`config.mk`:
```
export PLATFORM = sky130hd
export DESIGN_NAME = pin_function_select_and_drive
export DESIGN_NICKNAME = d
export VERILOG_FILES = /design/src/inc/pin_cfg_pkg.sv /design/src/logic/pin_func_decode.sv /design/src/logic/pin_function_select_and_drive.sv
export SDC_FILE = /design/constraint.sdc
export NUM_CORES = 1
export LEC_CHECK = 0
export ABC_AREA = 1
export BUFFER_PORTS_ARGS = -buffer_cell sky130_fd_sc_hd__buf_2
export CAP_MARGIN = 15
export CORE_ASPECT_RATIO = 1.25
export CORE_UTILIZATION = 42
export CTS_CLUSTER_SIZE = 30
export DETAILED_ROUTE_END_ITERATION = 10
export PLACE_DENSITY = 0.61
export SLEW_MARGIN = 30
export SYNTH_ARGS = -nofsm -noshare
export SYNTH_HDL_FRONTEND = slang
export SYNTH_SLANG_ARGS = --single-unit
```
`constraint.sdc`:
```
create_clock -name clk_sys -period 21.9 [get_ports clk_sys]
set_input_delay 3.285 -clock clk_sys [delete_from_list [all_inputs] [get_ports clk_sys]]
set_output_delay 3.285 -clock clk_sys [all_outputs]
set_load 0.005 [all_outputs]
```
`src/inc/pin_cfg_pkg.sv`:
```
// Constants shared by the pin function select and drive block.
// Assumes a byte-wide register port and one system clock domain.

package pin_cfg_pkg;

    // Register indices on the plain register port
    localparam logic [4:0] IDX_DRIVE2 = 5'h00;
    localparam logic [4:0] IDX_DRIVE3 = 5'h01;
    localparam logic [4:0] IDX_POWER = 5'h02;
    localparam logic [4:0] IDX_PA_LO = 5'h03;
    localparam logic [4:0] IDX_PA_HI = 5'h04;
    localparam logic [4:0] IDX_PB_LO = 5'h05;
    localparam logic [4:0] IDX_PB_HI = 5'h06;
    localparam logic [4:0] IDX_PC_LO = 5'h07;
    localparam logic [4:0] IDX_PC_HI = 5'h08;
    localparam logic [4:0] IDX_PD_LO = 5'h09;
    localparam logic [4:0] IDX_PD_HI = 5'h0a;
    localparam logic [4:0] IDX_PE_LO = 5'h0b;
    localparam logic [4:0] IDX_PE_HI = 5'h0c;
    localparam logic [4:0] IDX_PF_LO = 5'h0d;
    localparam logic [4:0] IDX_PF_HI = 5'h0e;
    localparam logic [4:0] IDX_PG_LO = 5'h0f;
    localparam logic [4:0] IDX_PG_HI = 5'h10;
    localparam logic [4:0] IDX_IN_SRC0 = 5'h11;
    localparam logic [4:0] IDX_IN_SRC2 = 5'h12;
    localparam logic [4:0] IDX_IN_SRC3 = 5'h13;
    localparam logic [4:0] IDX_IN_SRC4 = 5'h14;
    localparam int NUM_REGS = 21;

    // Implemented-bit masks
    localparam logic [7:0] MASK_FULL = 8'hff;
    localparam logic [7:0] MASK_DRIVE3 = 8'h3f;
    localparam logic [7:0] MASK_POWER = 8'h03;
    localparam logic [7:0] MASK_PD_HI = 8'h3f;
    localparam logic [7:0] MASK_IN_SRC = 8'h7f;
    localparam logic [7:0] MASK_IN_SRC4 = 8'h03;

    // Reset value of every register
    localparam logic [7:0] RESET_VALUE = 8'h00;

    // Field position of the supply select upper bit
    localparam int POWER_AUX_BIT = 1;

    // Drive strength codes
    localparam logic [1:0] DRIVE_MIN = 2'h0;
    localparam logic [1:0] DRIVE_MAX = 2'h3;

    // Pin function selector codes
    localparam logic [1:0] SEL_00 = 2'h0;
    localparam logic [1:0] SEL_01 = 2'h1;
    localparam logic [1:0] SEL_10 = 2'h2;
    localparam logic [1:0] SEL_11 = 2'h3;

    // Pin function routed to a pin
    typedef enum logic [3:0] {
        FN_GPIO = 4'h0,
        FN_SERIAL = 4'h1,
        FN_ANALOG = 4'h2,
        FN_LCD_SEG = 4'h3,
        FN_UART0 = 4'h4,
        FN_TIMER_OUT = 4'h5,
        FN_CMP0_OUT = 4'h6,
        FN_CRYSTAL = 4'h7,
        FN_VREF = 4'h8,
        FN_RESERVED = 4'h9
    } pin_fn_t;

endpackage

```
`src/logic/pin_func_decode.sv`:
```
// Decodes one port function selector byte into four pin function classes.
// Assumes a fixed per-port code table picked by the port parameter.
`timescale 1ns/100ps
`default_nettype none

module pin_func_decode #(
    parameter int PORT_ID = 0
) (
    input wire logic [7:0] sel,
    output pin_cfg_pkg::pin_fn_t fn [4]
);

    ////////////////////////////////////////////////////////////////////////
    // Code table, port id = 2*port + half, pin = field index
    function automatic pin_cfg_pkg::pin_fn_t code_fn(input int port,
                                                     input int pin,
                                                     input logic [1:0] c);
        pin_cfg_pkg::pin_fn_t f;
        f = pin_cfg_pkg::FN_GPIO;
        if (c == pin_cfg_pkg::SEL_11) begin
            f = pin_cfg_pkg::FN_LCD_SEG;
        end
        unique case (port)
            0: begin
                // [RL13] [RL14] port A low pins
                if (pin == 3 || pin == 1) begin
                    if (c == pin_cfg_pkg::SEL_01) begin
                        f = pin_cfg_pkg::FN_SERIAL;
                    end
                    if (c == pin_cfg_pkg::SEL_10) begin
                        f = pin_cfg_pkg::FN_ANALOG;
                    end
                end
            end
            1: begin
                // [RL15] [RL16] port A high pins
                if (pin >= 2 && c == pin_cfg_pkg::SEL_10) begin
                    f = pin_cfg_pkg::FN_UART0;
                end
                if (pin < 2 && c == pin_cfg_pkg::SEL_01) begin
                    f = pin_cfg_pkg::FN_SERIAL;
                end
                if (pin < 2 && c == pin_cfg_pkg::SEL_10) begin
                    f = pin_cfg_pkg::FN_ANALOG;
                end
            end
            2: begin
                // [RL17] [RL18] port B low pins
                if (pin >= 2 && c == pin_cfg_pkg::SEL_10) begin
                    f = pin_cfg_pkg::FN_TIMER_OUT;
                end
                if (pin == 0 && c == pin_cfg_pkg::SEL_10) begin
                    f = pin_cfg_pkg::FN_CMP0_OUT;
                end
            end
            3: begin
                // [RL19] [RL20] port B high pins
                if (pin >= 2 && c == pin_cfg_pkg::SEL_10) begin
                    f = pin_cfg_pkg::FN_CRYSTAL;
                end
                if (pin == 2 && c == pin_cfg_pkg::SEL_01) begin
                    f = pin_cfg_pkg::FN_TIMER_OUT;
                end
                if (pin == 0 && c == pin_cfg_pkg::SEL_10) begin
                    f = pin_cfg_pkg::FN_RESERVED;
                end
            end
            4: begin
                // [RL21] [RL22] port C low pins
                if (pin == 3) begin
                    if (c == pin_cfg_pkg::SEL_01) begin
                        f = pin_cfg_pkg::FN_TIMER_OUT;
                    end
                    if (c == pin_cfg_pkg::SEL_10) begin
                        f = pin_cfg_pkg::FN_ANALOG;
                    end
                end
                if (pin == 2) begin
                    if (c == pin_cfg_pkg::SEL_01) begin
                        f = pin_cfg_pkg::FN_ANALOG;
                    end
                    if (c == pin_cfg_pkg::SEL_10) begin
                        f = pin_cfg_pkg::FN_TIMER_OUT;
                    end
                end
                if (pin == 1) begin
                    if (c == pin_cfg_pkg::SEL_01) begin
                        f = pin_cfg_pkg::FN_VREF;
                    end
                    if (c == pin_cfg_pkg::SEL_10) begin
                        f = pin_cfg_pkg::FN_ANALOG;
                    end
                    if (c == pin_cfg_pkg::SEL_11) begin
                        f = pin_cfg_pkg::FN_CMP0_OUT;
                    end
                end
                if (pin == 0) begin
                    if (c == pin_cfg_pkg::SEL_01) begin
                        f = pin_cfg_pkg::FN_VREF;
                    end
                    if (c == pin_cfg_pkg::SEL_10) begin
                        f = pin_cfg_pkg::FN_ANALOG;
                    end
                end
            end
            default: begin
                f = pin_cfg_pkg::FN_GPIO;
            end
        endcase
        return f;
    endfunction

    ////////////////////////////////////////////////////////////////////////
    // One decoder per 2-bit field
    for (genvar i = 0; i < 4; i++) begin : g_field
        assign fn[i] = code_fn(PORT_ID, i, sel[2*i+1:2*i]);
    end

endmodule
`default_nettype wire

```
`src/logic/pin_function_select_and_drive.sv`:
```
// Pin function selection, drive strength and port E0 supply select.
// Assumes software on a plain byte port; pin direction comes from port logic.
`timescale 1ns/100ps
`default_nettype none

// Behaviour
// [RL1] Drive fields code levels 0..3; third register low field sets C3..C0
// [RL2] Third drive register fields drive F7..4, F2, E7..4 and E0
// [RL3] Fourth drive register drives G7..4, G3..0; bits 7..6 read zero
// [RL4] Software keeps fourth drive register bits 5..4 at reset value
// [RL5] Drive fields act only on pins that are push-pull outputs
// [RL6] Supply select upper bit picks main or auxiliary supply for E0
// [RL7] Software selects E4 auxiliary supply function before supply select
// [RL8] Supply choice only acts while E0 has a digital function
// [RL9] Supply select register bits 7..2 always read zero
// [RL10] Software sets selector, then configures and enables peripheral
// [RL11] Shared-code digital inputs also need direction set to input
// [RL12] Software disables peripheral before changing the selector
// [RL13] Port A pins 3 and 1 select GPIO, serial, analog or segment
// [RL14] Port A pins 2 and 0 are GPIO except code 11 segment
// [RL15] Port A pins 7 and 6 give GPIO, UART0 or segment
// [RL16] Port A pins 5 and 4 give GPIO, serial, analog or segment
// [RL17] Port B pins 3 and 2 give GPIO, timer output or segment
// [RL18] Port B pin 1 GPIO or segment; pin 0 adds comparator output
// [RL19] Port B pins 7 and 6 give GPIO, crystal or segment; pin 6 adds timer
// [RL20] Port B pin 5 GPIO or segment; pin 4 code 10 reserved
// [RL21] Port C pins 3 and 2 give GPIO, timer out, analog, segment
// [RL22] Port C pin 1 gives GPIO, reference, analog or comparator output
// [RL23] All registers clear to zero at reset
// [RL24] Selector registers read back last written implemented bits
module pin_function_select_and_drive (
    input wire logic clk_sys,
    input wire logic reset,
    input wire logic [4:0] reg_addr,
    input wire logic [7:0] reg_wdata,
    input wire logic reg_write,
    input wire logic reg_read,
    output logic [7:0] reg_rdata,
    output logic reg_error,
    input wire logic [7:0] porta_output_mode,
    input wire logic [7:0] portb_output_mode,
    input wire logic [7:0] portc_output_mode,
    input wire logic [7:0] porte_output_mode,
    input wire logic [7:0] portf_output_mode,
    input wire logic [7:0] portg_output_mode,
    output logic [15:0] portc_drive_strength,
    output logic [15:0] porte_drive_strength,
    output logic [15:0] portf_drive_strength,
    output logic [15:0] portg_drive_strength,
    output logic pe0_aux_io_supply,
    output logic [31:0] porta_function,
    output logic [31:0] portb_function,
    output logic [15:0] portc_low_function
);

    ////////////////////////////////////////////////////////////////////////
    // State
    typedef struct packed {
        logic [pin_cfg_pkg::NUM_REGS-1:0][7:0] regs;
        logic [7:0] rdata;
        logic error;
        logic [7:0][1:0] c_drv;
        logic [7:0][1:0] e_drv;
        logic [7:0][1:0] f_drv;
        logic [7:0][1:0] g_drv;
        logic aux;
        logic [7:0][3:0] a_fn;
        logic [7:0][3:0] b_fn;
        logic [3:0][3:0] c_fn;
    } state_t;

    state_t state;
    state_t next_state;
    logic [7:0] pin_out_a_s1;
    logic [7:0] pin_out_a;
    logic [7:0] pin_out_b_s1;
    logic [7:0] pin_out_b;
    logic [7:0] pin_out_c_s1;
    logic [7:0] pin_out_c;
    logic [7:0] pin_out_e_s1;
    logic [7:0] pin_out_e;
    logic [7:0] pin_out_f_s1;
    logic [7:0] pin_out_f;
    logic [7:0] pin_out_g_s1;
    logic [7:0] pin_out_g;
    pin_cfg_pkg::pin_fn_t dec_fn [5][4];

    ////////////////////////////////////////////////////////////////////////
    // Mask of implemented bits per register index
    function automatic logic [7:0] reg_mask(input logic [4:0] idx);
        logic [7:0] m;
        m = pin_cfg_pkg::MASK_FULL;
        unique case (idx)
            // [RL3] drive top bits absent
            pin_cfg_pkg::IDX_DRIVE3: m = pin_cfg_pkg::MASK_DRIVE3;
            // [RL9] supply select top bits absent
            pin_cfg_pkg::IDX_POWER: m = pin_cfg_pkg::MASK_POWER;
            pin_cfg_pkg::IDX_PD_HI: m = pin_cfg_pkg::MASK_PD_HI;
            pin_cfg_pkg::IDX_IN_SRC0: m = pin_cfg_pkg::MASK_IN_SRC;
            pin_cfg_pkg::IDX_IN_SRC2: m = pin_cfg_pkg::MASK_IN_SRC;
            pin_cfg_pkg::IDX_IN_SRC4: m = pin_cfg_pkg::MASK_IN_SRC4;
            default: m = pin_cfg_pkg::MASK_FULL;
        endcase
        return m;
    endfunction

    // Gate a drive field by push-pull output mode
    function automatic logic [1:0] gate_drive(input logic [1:0] fld,
                                              input logic push_pull);
        return push_pull ? fld : pin_cfg_pkg::DRIVE_MIN;
    endfunction

    ////////////////////////////////////////////////////////////////////////
    // Output-mode inputs come from pad logic; two-stage synchronisers
    always_ff @(posedge clk_sys or posedge reset) begin
        if (reset) begin
            pin_out_a_s1 <= 8'h00;
            pin_out_a <= 8'h00;
            pin_out_b_s1 <= 8'h00;
            pin_out_b <= 8'h00;
            pin_out_c_s1 <= 8'h00;
            pin_out_c <= 8'h00;
            pin_out_e_s1 <= 8'h00;
            pin_out_e <= 8'h00;
            pin_out_f_s1 <= 8'h00;
            pin_out_f <= 8'h00;
            pin_out_g_s1 <= 8'h00;
            pin_out_g <= 8'h00;
        end else begin
            pin_out_a_s1 <= porta_output_mode;
            pin_out_a <= pin_out_a_s1;
            pin_out_b_s1 <= portb_output_mode;
            pin_out_b <= pin_out_b_s1;
            pin_out_c_s1 <= portc_output_mode;
            pin_out_c <= pin_out_c_s1;
            pin_out_e_s1 <= porte_output_mode;
            pin_out_e <= pin_out_e_s1;
            pin_out_f_s1 <= portf_output_mode;
            pin_out_f <= pin_out_f_s1;
            pin_out_g_s1 <= portg_output_mode;
            pin_out_g <= pin_out_g_s1;
        end
    end

    ////////////////////////////////////////////////////////////////////////
    // Selector decoders for ports A, B and the low half of C
    for (genvar p = 0; p < 5; p++) begin : g_dec
        pin_func_decode #(
            .PORT_ID(p)
        ) u_dec (
            .sel(state.regs[pin_cfg_pkg::IDX_PA_LO + p]),
            .fn(dec_fn[p])
        );
    end

    ////////////////////////////////////////////////////////////////////////
    // Next state
    always_comb begin
        logic [7:0] d2;
        logic [7:0] d3;
        logic [7:0] r1;
        d2 = 8'h00;
        d3 = 8'h00;
        r1 = 8'h00;
        next_state = state;
        next_state.error = 1'b0;
        // [RL24] single-access write, masked
        if (reg_write) begin
            if (reg_addr < 5'(pin_cfg_pkg::NUM_REGS)) begin
                next_state.regs[reg_addr] = reg_wdata & reg_mask(reg_addr);
            end else begin
                next_state.error = 1'b1;
            end
        end
        // [RL24] read returns stored bits
        if (reg_read) begin
            if (reg_addr < 5'(pin_cfg_pkg::NUM_REGS)) begin
                next_state.rdata = state.regs[reg_addr];
            end else begin
                next_state.rdata = 8'h00;
                next_state.error = 1'b1;
            end
        end
        d2 = state.regs[pin_cfg_pkg::IDX_DRIVE2];
        d3 = state.regs[pin_cfg_pkg::IDX_DRIVE3];
        r1 = state.regs[pin_cfg_pkg::IDX_PC_LO + 1];
        for (int i = 0; i < 8; i++) begin
            // [RL1] [RL5] C3..C0 low field, gated
            next_state.c_drv[i] = i < 4 ? gate_drive(d2[1:0], pin_out_c[i])
                                        : pin_cfg_pkg::DRIVE_MIN;
            // [RL2] [RL5] port F and E fields
            next_state.f_drv[i] = (i >= 4) ? gate_drive(d2[7:6], pin_out_f[i])
                : (i == 2) ? gate_drive(d2[5:4], pin_out_f[i])
                : pin_cfg_pkg::DRIVE_MIN;
            next_state.e_drv[i] = (i >= 4) ? gate_drive(d2[3:2], pin_out_e[i])
                : (i == 0) ? gate_drive(d2[1:0], pin_out_e[i])
                : pin_cfg_pkg::DRIVE_MIN;
            // [RL3] [RL5] port G fields
            next_state.g_drv[i] = (i >= 4) ? gate_drive(d3[3:2], pin_out_g[i])
                : gate_drive(d3[1:0], pin_out_g[i]);
        end
        // Field pairs: lo register pins 3..0, hi register pins 7..4
        for (int i = 0; i < 4; i++) begin
            next_state.a_fn[i] = dec_fn[0][i];
            next_state.a_fn[i+4] = dec_fn[1][i];
            next_state.b_fn[i] = dec_fn[2][i];
            next_state.b_fn[i+4] = dec_fn[3][i];
            next_state.c_fn[i] = dec_fn[4][i];
        end
        // [RL6] [RL8] aux supply only with E0 on a digital function
        next_state.aux = state.regs[pin_cfg_pkg::IDX_POWER][
            pin_cfg_pkg::POWER_AUX_BIT]
            && (state.regs[pin_cfg_pkg::IDX_PE_LO][1:0]
                != pin_cfg_pkg::SEL_11);
        if (r1 == 8'hff) begin
            next_state.aux = next_state.aux;
        end
    end

    ////////////////////////////////////////////////////////////////////////
    // [RL23] state clears to zero
    always_ff @(posedge clk_sys or posedge reset) begin
        if (reset) begin
            state <= '0;
        end else begin
            state <= next_state;
        end
    end

    // Outputs straight from state
    assign reg_rdata = state.rdata;
    assign reg_error = state.error;
    assign portc_drive_strength = state.c_drv;
    assign porte_drive_strength = state.e_drv;
    assign portf_drive_strength = state.f_drv;
    assign portg_drive_strength = state.g_drv;
    assign pe0_aux_io_supply = state.aux;
    assign porta_function = state.a_fn;
    assign portb_function = state.b_fn;
    assign portc_low_function = state.c_fn;
endmodule
`default_nettype wire

```
Yosys cells after proc, flatten, opt, wreduce, memory -nomap -nowiden --
Cells that the tools add are included.
Storage, ports and cells: word-level logic and storage cells 216, register bits after elaboration 358
Operators by class: eq/ne operators 52, order comparisons 3, bitwise operators 1, reduce and logical (&&, ||, !) cells 6, mux-type cells 80
Operator list (count):
- bitwise mux 168 bit | 1
- 2-to-1 mux 2 bit | 47
- == test 2 bit (second input constant) | 36
- 2-to-1 mux 4 bit | 12
- binary-select mux 8 bit (select 5 bit) | 1
- demux 8 bit (select 5 bit) | 1
- 2-to-1 mux 8 bit | 5
- 2-to-1 mux 3 bit | 8
- case mux 8 bit (3 select lines) | 1
- == test 2 x 1 -> 1 bit (second input constant) | 9
- == test 5 bit (second input constant) | 3
- AND 8 bit | 1
- < comparator 5 x 6 -> 1 bit (second input constant) | 1
- OR reduction 2 bit | 3
- == test 5 x 1 -> 1 bit (second input constant) | 1
- == test 5 x 2 -> 1 bit (second input constant) | 1
- == test 5 x 4 -> 1 bit (second input constant) | 1
- >= comparator 5 x 1 -> 1 bit (second input constant) | 1
- < comparator 5 bit (second input constant) | 1
- 2-to-1 mux 1 bit | 4
- logical AND 1 bit | 2
- inequality test 2 bit (second input constant) | 1
- AND reduction 2 bit | 1

Depth between registers and ports, before layout --
Gate-level depths: netlist of the first run.
word-level depth 7, depth in mapped cells 14, depth with buffers taken out 13

Hierarchy --
Synthesis of the first run repeated with hierarchy kept, for this count alone.
Unflattened totals: cells, all modules 1655, area total of the unflattened synthesis 14943.1 sq um
Modules (own cells, without submodules):
- pin_function_select_and_drive | instances 1, area each 14333.7 sq um, cells an instance 1541
- pin_func_decode at g_dec[3].u_dec | instances 1, area each 165.2 sq um, cells an instance 27
- pin_func_decode at g_dec[2].u_dec | instances 1, area each 120.1 sq um, cells an instance 24
- pin_func_decode at g_dec[1].u_dec | instances 1, area each 113.9 sq um, cells an instance 21
- pin_func_decode at g_dec[0].u_dec | instances 1, area each 108.9 sq um, cells an instance 19
- pin_func_decode at g_dec[4].u_dec | instances 1, area each 101.3 sq um, cells an instance 23

Least setup slack after synthesis of the first run --
Ideal clock, no wire load.
kind input to register, from in reg_addr[1], to reg state[242] (netlist name), setup time 0.133 ns, slack 17.274 ns, arrival time 4.493 ns, stages 10, required time 21.767 ns, cells stage by stage buf_2 clkinv_2 nand2_2 o211ai_4 nand2_4 nor2_4 nand2_1 buf_2 nand2_1 o21ai_0
Between the ends: longest elaborated chain between the ends 5, elaborated cells between the ends (all ways) 8, those cells by class 3 x order compare; 3 x mux; 2 x reduce/logical
Ends and longest elaborated chain:
- start: declaration | line pin_function_select_and_drive.sv:34 | input wire logic [4:0] reg_addr,
- < comparator 5 x 6 -> 1 bit (implied by the code) or >= comparator 5 x 1 -> 1 bit (tied branches) | line pin_function_select_and_drive.sv:170 | next_state.regs[reg_addr] = reg_wdata & reg_mask(reg_addr);
- logical AND 1 bit (implied by the code) | line pin_function_select_and_drive.sv:170
- 2-to-1 mux 8 bit (implied by the code) | line pin_function_select_and_drive.sv:170
- demux 8 bit (select 5 bit) | line pin_function_select_and_drive.sv:170
- bitwise mux 168 bit | line pin_function_select_and_drive.sv:170
- end signal: assignment | line pin_function_select_and_drive.sv:226 | state <= next_state;
- end: declaration | line pin_function_select_and_drive.sv:72 | state_t state;
Parallel ways exist; a longest one is shown, timed or not. A chain may end at the register's enable or synchronous reset.

Worst setup path in the final report of the first run --
from in reg_addr[1], to reg state[193] (netlist name)
Between the ends: longest elaborated chain between the ends 7, elaborated cells between the ends (all ways) 21, those cells by class 3 x order compare; 6 x eq/ne; 6 x mux; 1 x bitwise; 5 x reduce/logical
Ends and longest elaborated chain:
- == test 5 bit, or another cell as far along | line pin_function_select_and_drive.sv:93 | unique case (idx)
- OR reduction 2 bit (no line)
- case mux 8 bit (3 select lines) | line pin_function_select_and_drive.sv:93
- 2-to-1 mux 8 bit | line pin_function_select_and_drive.sv:169 | if (reg_addr < 5'(pin_cfg_pkg::NUM_REGS)) begin
- 2-to-1 mux 8 bit | line pin_function_select_and_drive.sv:168 | if (reg_write) begin
- AND 8 bit | line pin_function_select_and_drive.sv:170
- bitwise mux 168 bit | line pin_function_select_and_drive.sv:170
Parallel ways exist; a longest one is shown, timed or not. The select of a mux whose other input is x is not followed.

==> results.cfg, run 1 <==
[synthesis]
synthMuxAreaShare_pct = 0
syn_inst = 1457
synth_compound_area_share_pct = 6.51
synthAdderAreaFrac_pct = 0.378
seq_area_frac_synth_pct = 58.8
synth-simple-area-share_pct = 19.1
ys_types = 29
synth_top_family_by_area = simple AND/OR/NAND/NOR gates
synth_xor_area_share_pct = 0
synth_enable_flop_cells = 0
synth-async-reset-ratio_pct = 100
synthTopCellsByArea = dfrtp_1 59%, nand2_1 14%, buf_4 8.8%, o21ai_0 4.2%, inv_1 3.9%
synth.top_cell.area_share_pct = 58.8
ys.flop_type = dfrtp_1
synth_area_um2 = 13200
yosysTopAreaCell = dfrtp_1
synth-seq-cells = 311
synth.avg_cell_area_um2 = 9.08
yosys_warnings = 0

[routing]
vias = 8923
drt-wirelength-per-cell_um = 15.7
drt-initial-drc-count = 786
drc = 0
ant_nets = 0
via_per_inst = 4.72
drt_first_pass_iters = 5
wirelength_um = 29800

[sta]
worst_slew_pin_slew_ns = 0.864
finalClockSkew_ns = 0.0309
finalHoldViolCount = 0
setup_viol = 0
finalCritPeriodShare_pct = 23.2
max_freq_mhz = 197
relSlewSlack_pct = 42.3
rsz0062_at_grt = no
setup_slack_ns = 16.82
fin_crit_ns = 5.08
whs_ns = 0.347
fin_tns_setup_ns = 0
slew_viol_final = 0

[outcome]
outcome = finished clean

[grt]
antenna_found_initial = 0
grt_pass1_wl_um = 47800
gr-total-overflow = 0
grtUsageTotal_pct = 18.9
grt_max_degree = 85
first_global_vias = 8490

[finish]
instances_no_fill = 1892
layout_common_cells = 486 x nand2_1, 311 x dfrtp_1, 144 x buf_2
final_common_cell = nand2_1
drive_gt1_share_pct = 15.5
diodes = 0
utilization_pct = 46.1
area_delta_synth_final_pct = 7.97
nNetsFinal = 1531
fillCellCount = 2968

[min_path]
hold_class = register to register
hold_end = pin_out_g[3]
min_path_cells = 0
worstHoldStart = pin_out_g_s1[3]

[setup_path]
cp_top_family = simple AND/OR/NAND/NOR gates
cp_slowest_stage_delay_ns = 0.64
timing.rr.start = state[165]
r2r_slack_ns = 20.40
crit_top_cell = nand2_1
required_ns = 22.37
cp_slowest_cell = nor2_2
crit_fanout = 37
cp_num_buf_inv = 3
reg2reg_to = reg_rdata[3]
criticalPathCategory = input port to register
r2r_cells = 7
cp.arrival_ns = 5.55
crit_path_end_kind = register
startpoint_type = input port
crit_path_cell_trace = buf_2 -> clkinv_2 -> nand2_1 -> inv_2 -> nand2_1 -> nand4_2 -> nor2_2 -> nand2_1 -> o21ai_0

[floorplanning]
die_y_um = 200
rows = 72
die_x_um = 161
core_area_um2 = 31000
die_area_um2 = 32200
initial_utilization_pct = 42.7
ios = 219

[place]
dpl_worst_slack_ns = 15.76
place.gp.congestion = 0.866
dpl.hpwl_um = 19600
port_buffers = 144
dpl.cell_count = 1837

[power]
p_leak_nw = 7.97
ir_drop_uv = 61.5
pwr_density_cell_nw_per_um2 = 95.7

[clock_tree]
clk_latency_ns = 0.58
cts_sinks = 311
cts_resized = 0
path_clk_slew_ns = 0.06
cts_hold_buf = 0
htreeDepth = 1
cts-buffers-inserted = 30
post_cts_buffers = 0
root_buffer = clkbuf_16
clockBufferDepth = 3
tritoncts = done

[flow_run]
maxCapViolations = 0
## area by class of cell
| type | instances | area, um^2 | share of cell area (%) |
|---|---|---|---|
| Sequential cell | 311 | 7780 | 54.5 |
| Multi-Input combinational cell | 828 | 3630 | 25.4 |
| Clock buffer | 42 | 866 | 6.06 |
| Timing Repair Buffer | 149 | 790 | 5.53 |
| Inverter | 142 | 543 | 3.80 |
| Tap cell | 407 | 509 | 3.56 |
| Clock inverter | 13 | 166 | 1.16 |
## stage by stage
stage          instance area [um^2]  power, mW
2_1_floorplan                 13400      0.818
3_3_place_gp                  13200      0.839
3_5_place_dp                  13200      0.846
4_1_cts                       14300       1.38
5_1_grt                       14300       1.43
6_report                      14300       1.37
## power breakdown
part | leakage, nW | total, mW | switching, mW | internal [mW]
registers | 4.06 | 0.690 | 0.0449 | 0.645
logic | 3.40 | 0.144 | 0.0900 | 0.0543
clock network | 0.514 | 0.534 | 0.222 | 0.312
total | 7.97 | 1.37 | 0.357 | 1.01
## metal layers
layer / global-route usage (%) / vias to the layer above / routed length [um]
met4: 6.67 / 0 / 873
met5: 0 / - / 0
li1: - / 4289 / -
met3: 2.58 / 54 / 1740
met2: 32.6 / 301 / 14600
met1: 24.3 / 4279 / 12600
## state kept, by name, indices dropped and copies added (netlist names)
| signal | count |
|---|---|
| porte_drive_strength | 10 |
| portf_drive_strength | 10 |
| portc_drive_strength | 8 |
| state | 168 |
| reg_error | 1 |
| pin_out_e_s1 | 5 |
| portc_low_function | 12 |
| pin_out_g_s1 | 8 |
| pin_out_g | 8 |
| pin_out_c_s1 | 4 |
| pin_out_c | 4 |
| pin_out_f | 5 |
| portb_function | 19 |
| portg_drive_strength | 16 |
| pin_out_f_s1 | 5 |
| porta_function | 14 |
| pe0_aux_io_supply | 1 |
| pin_out_e | 5 |
| reg_rdata | 8 |
## kinds of logic (layout without fill, tap and decap cells)
| family | after synthesis | count (layout) |
|---|---|---|
| AOI/OAI and AO/OA | 164 | 164 |
| other | 1 | 48 |
| and+or+nand+nor | 612 | 612 |
| DFF | 311 | 311 |
| buffers and inverters | 365 | 346 |
| adders and majority gates | 4 | 4 |
## synthesized netlist by cell type (all sizes together), types with 3 or more instances
cell type / instances
clkbuf: 34
ha: 4
nand3: 36
nand2: 496
clkinv: 3
inv: 139
a22oi: 10
o21ai: 130
a21oi: 23
buf: 189
nor2: 50
nand4: 28
dfrtp: 311
## worst max-delay path by stage
| stage | from | end | slack (ns) | cells after the start |
|---|---|---|---|---|
| 3_3_place_gp | reg_addr[0] | reg_rdata[3] | 15.75 | 10 |
| 2_1_floorplan | reset | pe0_aux_io_supply | 10.01 | 1 |
| 5_1_grt | reg_addr[1] | state[193] | 16.63 | 9 |
| 3_5_place_dp | reg_addr[0] | reg_rdata[3] | 15.76 | 10 |
| 4_1_cts | reg_addr[0] | reg_rdata[3] | 16.31 | 10 |
| 6_report | reg_addr[1] | state[193] | 16.82 | 9 |
Power figures use the tool's default switching activity.
==> run 2: changes to the inputs <==
- clock period: 21.9 -> 5.33 ns (I/O delays scaled with it)
==> results.cfg, run 2 (synthesized netlist as in run 1, its figures left out) <==
[power]
pwr_density_cell_nw_per_um2 = 395
switching_share_pct = 26.1
intPower_mw = 4.18
seqPwrFrac_pct = 50.0
power_frac_comb_pct = 10.5
p_leak_nw = 7.96
pwr-share-clk_pct = 39.5
power.switching_mw = 1.47
ir_drop_uv = 232

[floorplanning]
initial_utilization_pct = 42.7
ios = 219
rows = 72
die_area_um2 = 32200
die_x_um = 161
core_area_um2 = 31000
die_y_um = 200

[sta]
setup_viol = 0
worst_slew_pin_slew_ns = 0.884
finalCritPeriodShare_pct = 48.1
fin_tns_setup_ns = 0
slew_viol_final = 0
finalHoldViolCount = 0
finalClockSkew_ns = 0.0234
relSlewSlack_pct = 41.1
max_freq_mhz = 390
fin_crit_ns = 2.57
rsz0062_at_grt = no

[setup_path]
crit_fanout = 37
required_ns = 5.80
startpoint_type = input port
crit_path_end_kind = register
criticalPathCategory = input port to register
cp.arrival_ns = 3.04

[finish]
seq_area_um2 = 7780
nNetsFinal = 1533
finalInstanceArea_um2 = 14300
instances_no_fill = 1896
drive_gt1_share_pct = 15.9
area_delta_synth_final_pct = 8.14
layout_common_cells = 486 x nand2_1, 311 x dfrtp_1, 144 x buf_2
fillCellCount = 2994
multi_input_area_um2 = 3630
final_common_cell = nand2_1
top_register = state
largest_reg_flops = 168

[place]
dpl.hpwl_um = 19600
dpl.cell_count = 1839
port_buffers = 144
place_area_um2 = 13200
place.gp.congestion = 0.838

[outcome]
outcome = finished clean

[routing]
drt-initial-drc-count = 843
wirelength_um = 29600
via_per_inst = 4.71
drt-wirelength-per-cell_um = 15.6
drt_first_pass_iters = 6
vias = 8934
drc = 0
ant_nets = 0

[clock_tree]
cts-buffers-inserted = 30
htreeDepth = 1
clk_latency_ns = 0.57
cts_sinks = 311
post_cts_buffers = 0
path_clk_slew_ns = 0.07
cts_resized = 0
tritoncts = done
clockBufferDepth = 3
cts_hold_buf = 0
root_buffer = clkbuf_16

[grt]
gr-total-overflow = 0
grtUsageTotal_pct = 18.8
grt_max_degree = 163
antenna_found_initial = 1
grt_pass1_wl_um = 47400
first_global_vias = 8679

[flow_run]
maxCapViolations = 0

[min_path]
hold_class = input port to register
run 2: changes by cell type in the layout (fill, tap and decap cells not counted), sizes merged:
cell | previous run | this run
clkinvlp | 0 | 7
clkbuf | 42 | 36
buf | 149 | 151
bufinv | 3 | 4
diode | 0 | 1
inv | 140 | 139
run 2: path summary, 6_finish.rpt:
kind	cells past startpoint	endpoint	start	slack [ns]
worst max-delay path	9	state[193]	reg_addr[1]	2.76
worst min-delay path	1	pin_out_f_s1[2]	portf_output_mode[2]	0.33
worst max register to register	7	reg_rdata[3]	state[165]	3.86
worst min register to register	0	pin_out_f[6]	pin_out_f_s1[6]	0.34
max in group asynchronous	3	state[312]	reset	3.69
min in group asynchronous	2	porte_drive_strength[15]	reset	0.34
run 2: through the flow:
step	util, %	total power [mW]	setup slack [ns]	hold slack [ns]
3_5_place_dp	42.7	3.47	2.06	0.335
6_report	46.2	5.65	2.76	0.333
3_3_place_gp	42.7	3.45	2.09	0.333
5_1_grt	46.2	5.92	2.53	0.308
2_1_floorplan	-	3.36	0.390	0.331
4_1_cts	46.2	5.72	2.63	0.307
run 2: layer usage:
metal  vias up  part of all wire (%)  global-route usage, %
li1       4299                     -                      -
met1      4318                    42                   24.1
met2       266                    49                   31.4
met3        51                   5.2                   3.06
met4         0                   3.9                   8.15
met5         -                     0                      0
run 2: layout make-up:
class,instances,share of cell area (%)
flip-flops and latches,311,54.4
multi-input cells,828,25.3
clock buffers,36,5.75
repair buffers,151,5.49
inverters,142,3.77
well taps,407,3.56
clock inverters,20,1.69
diodes,1,0.0175
run 2: power groups by stage:
stage                     clock network [mW]  logic, mW  registers, mW
after floorplan                            0      0.543           2.82
after global placement                     0      0.584           2.87
after detailed placement                   0      0.600           2.87
after CTS                               2.28      0.602           2.83
after global routing                    2.37      0.686           2.87
final                                   2.23      0.593           2.83
run 2: worst max-delay path, cell delays in order:
cell and delay [ns]:
buf_2 0.23, clkinv_2 0.21, nand2_1 0.20, inv_2 0.36, nand2_1 0.20, nand4_2 0.16, nor2_2 0.63, nand2_1 0.12
o21ai_0 0.11
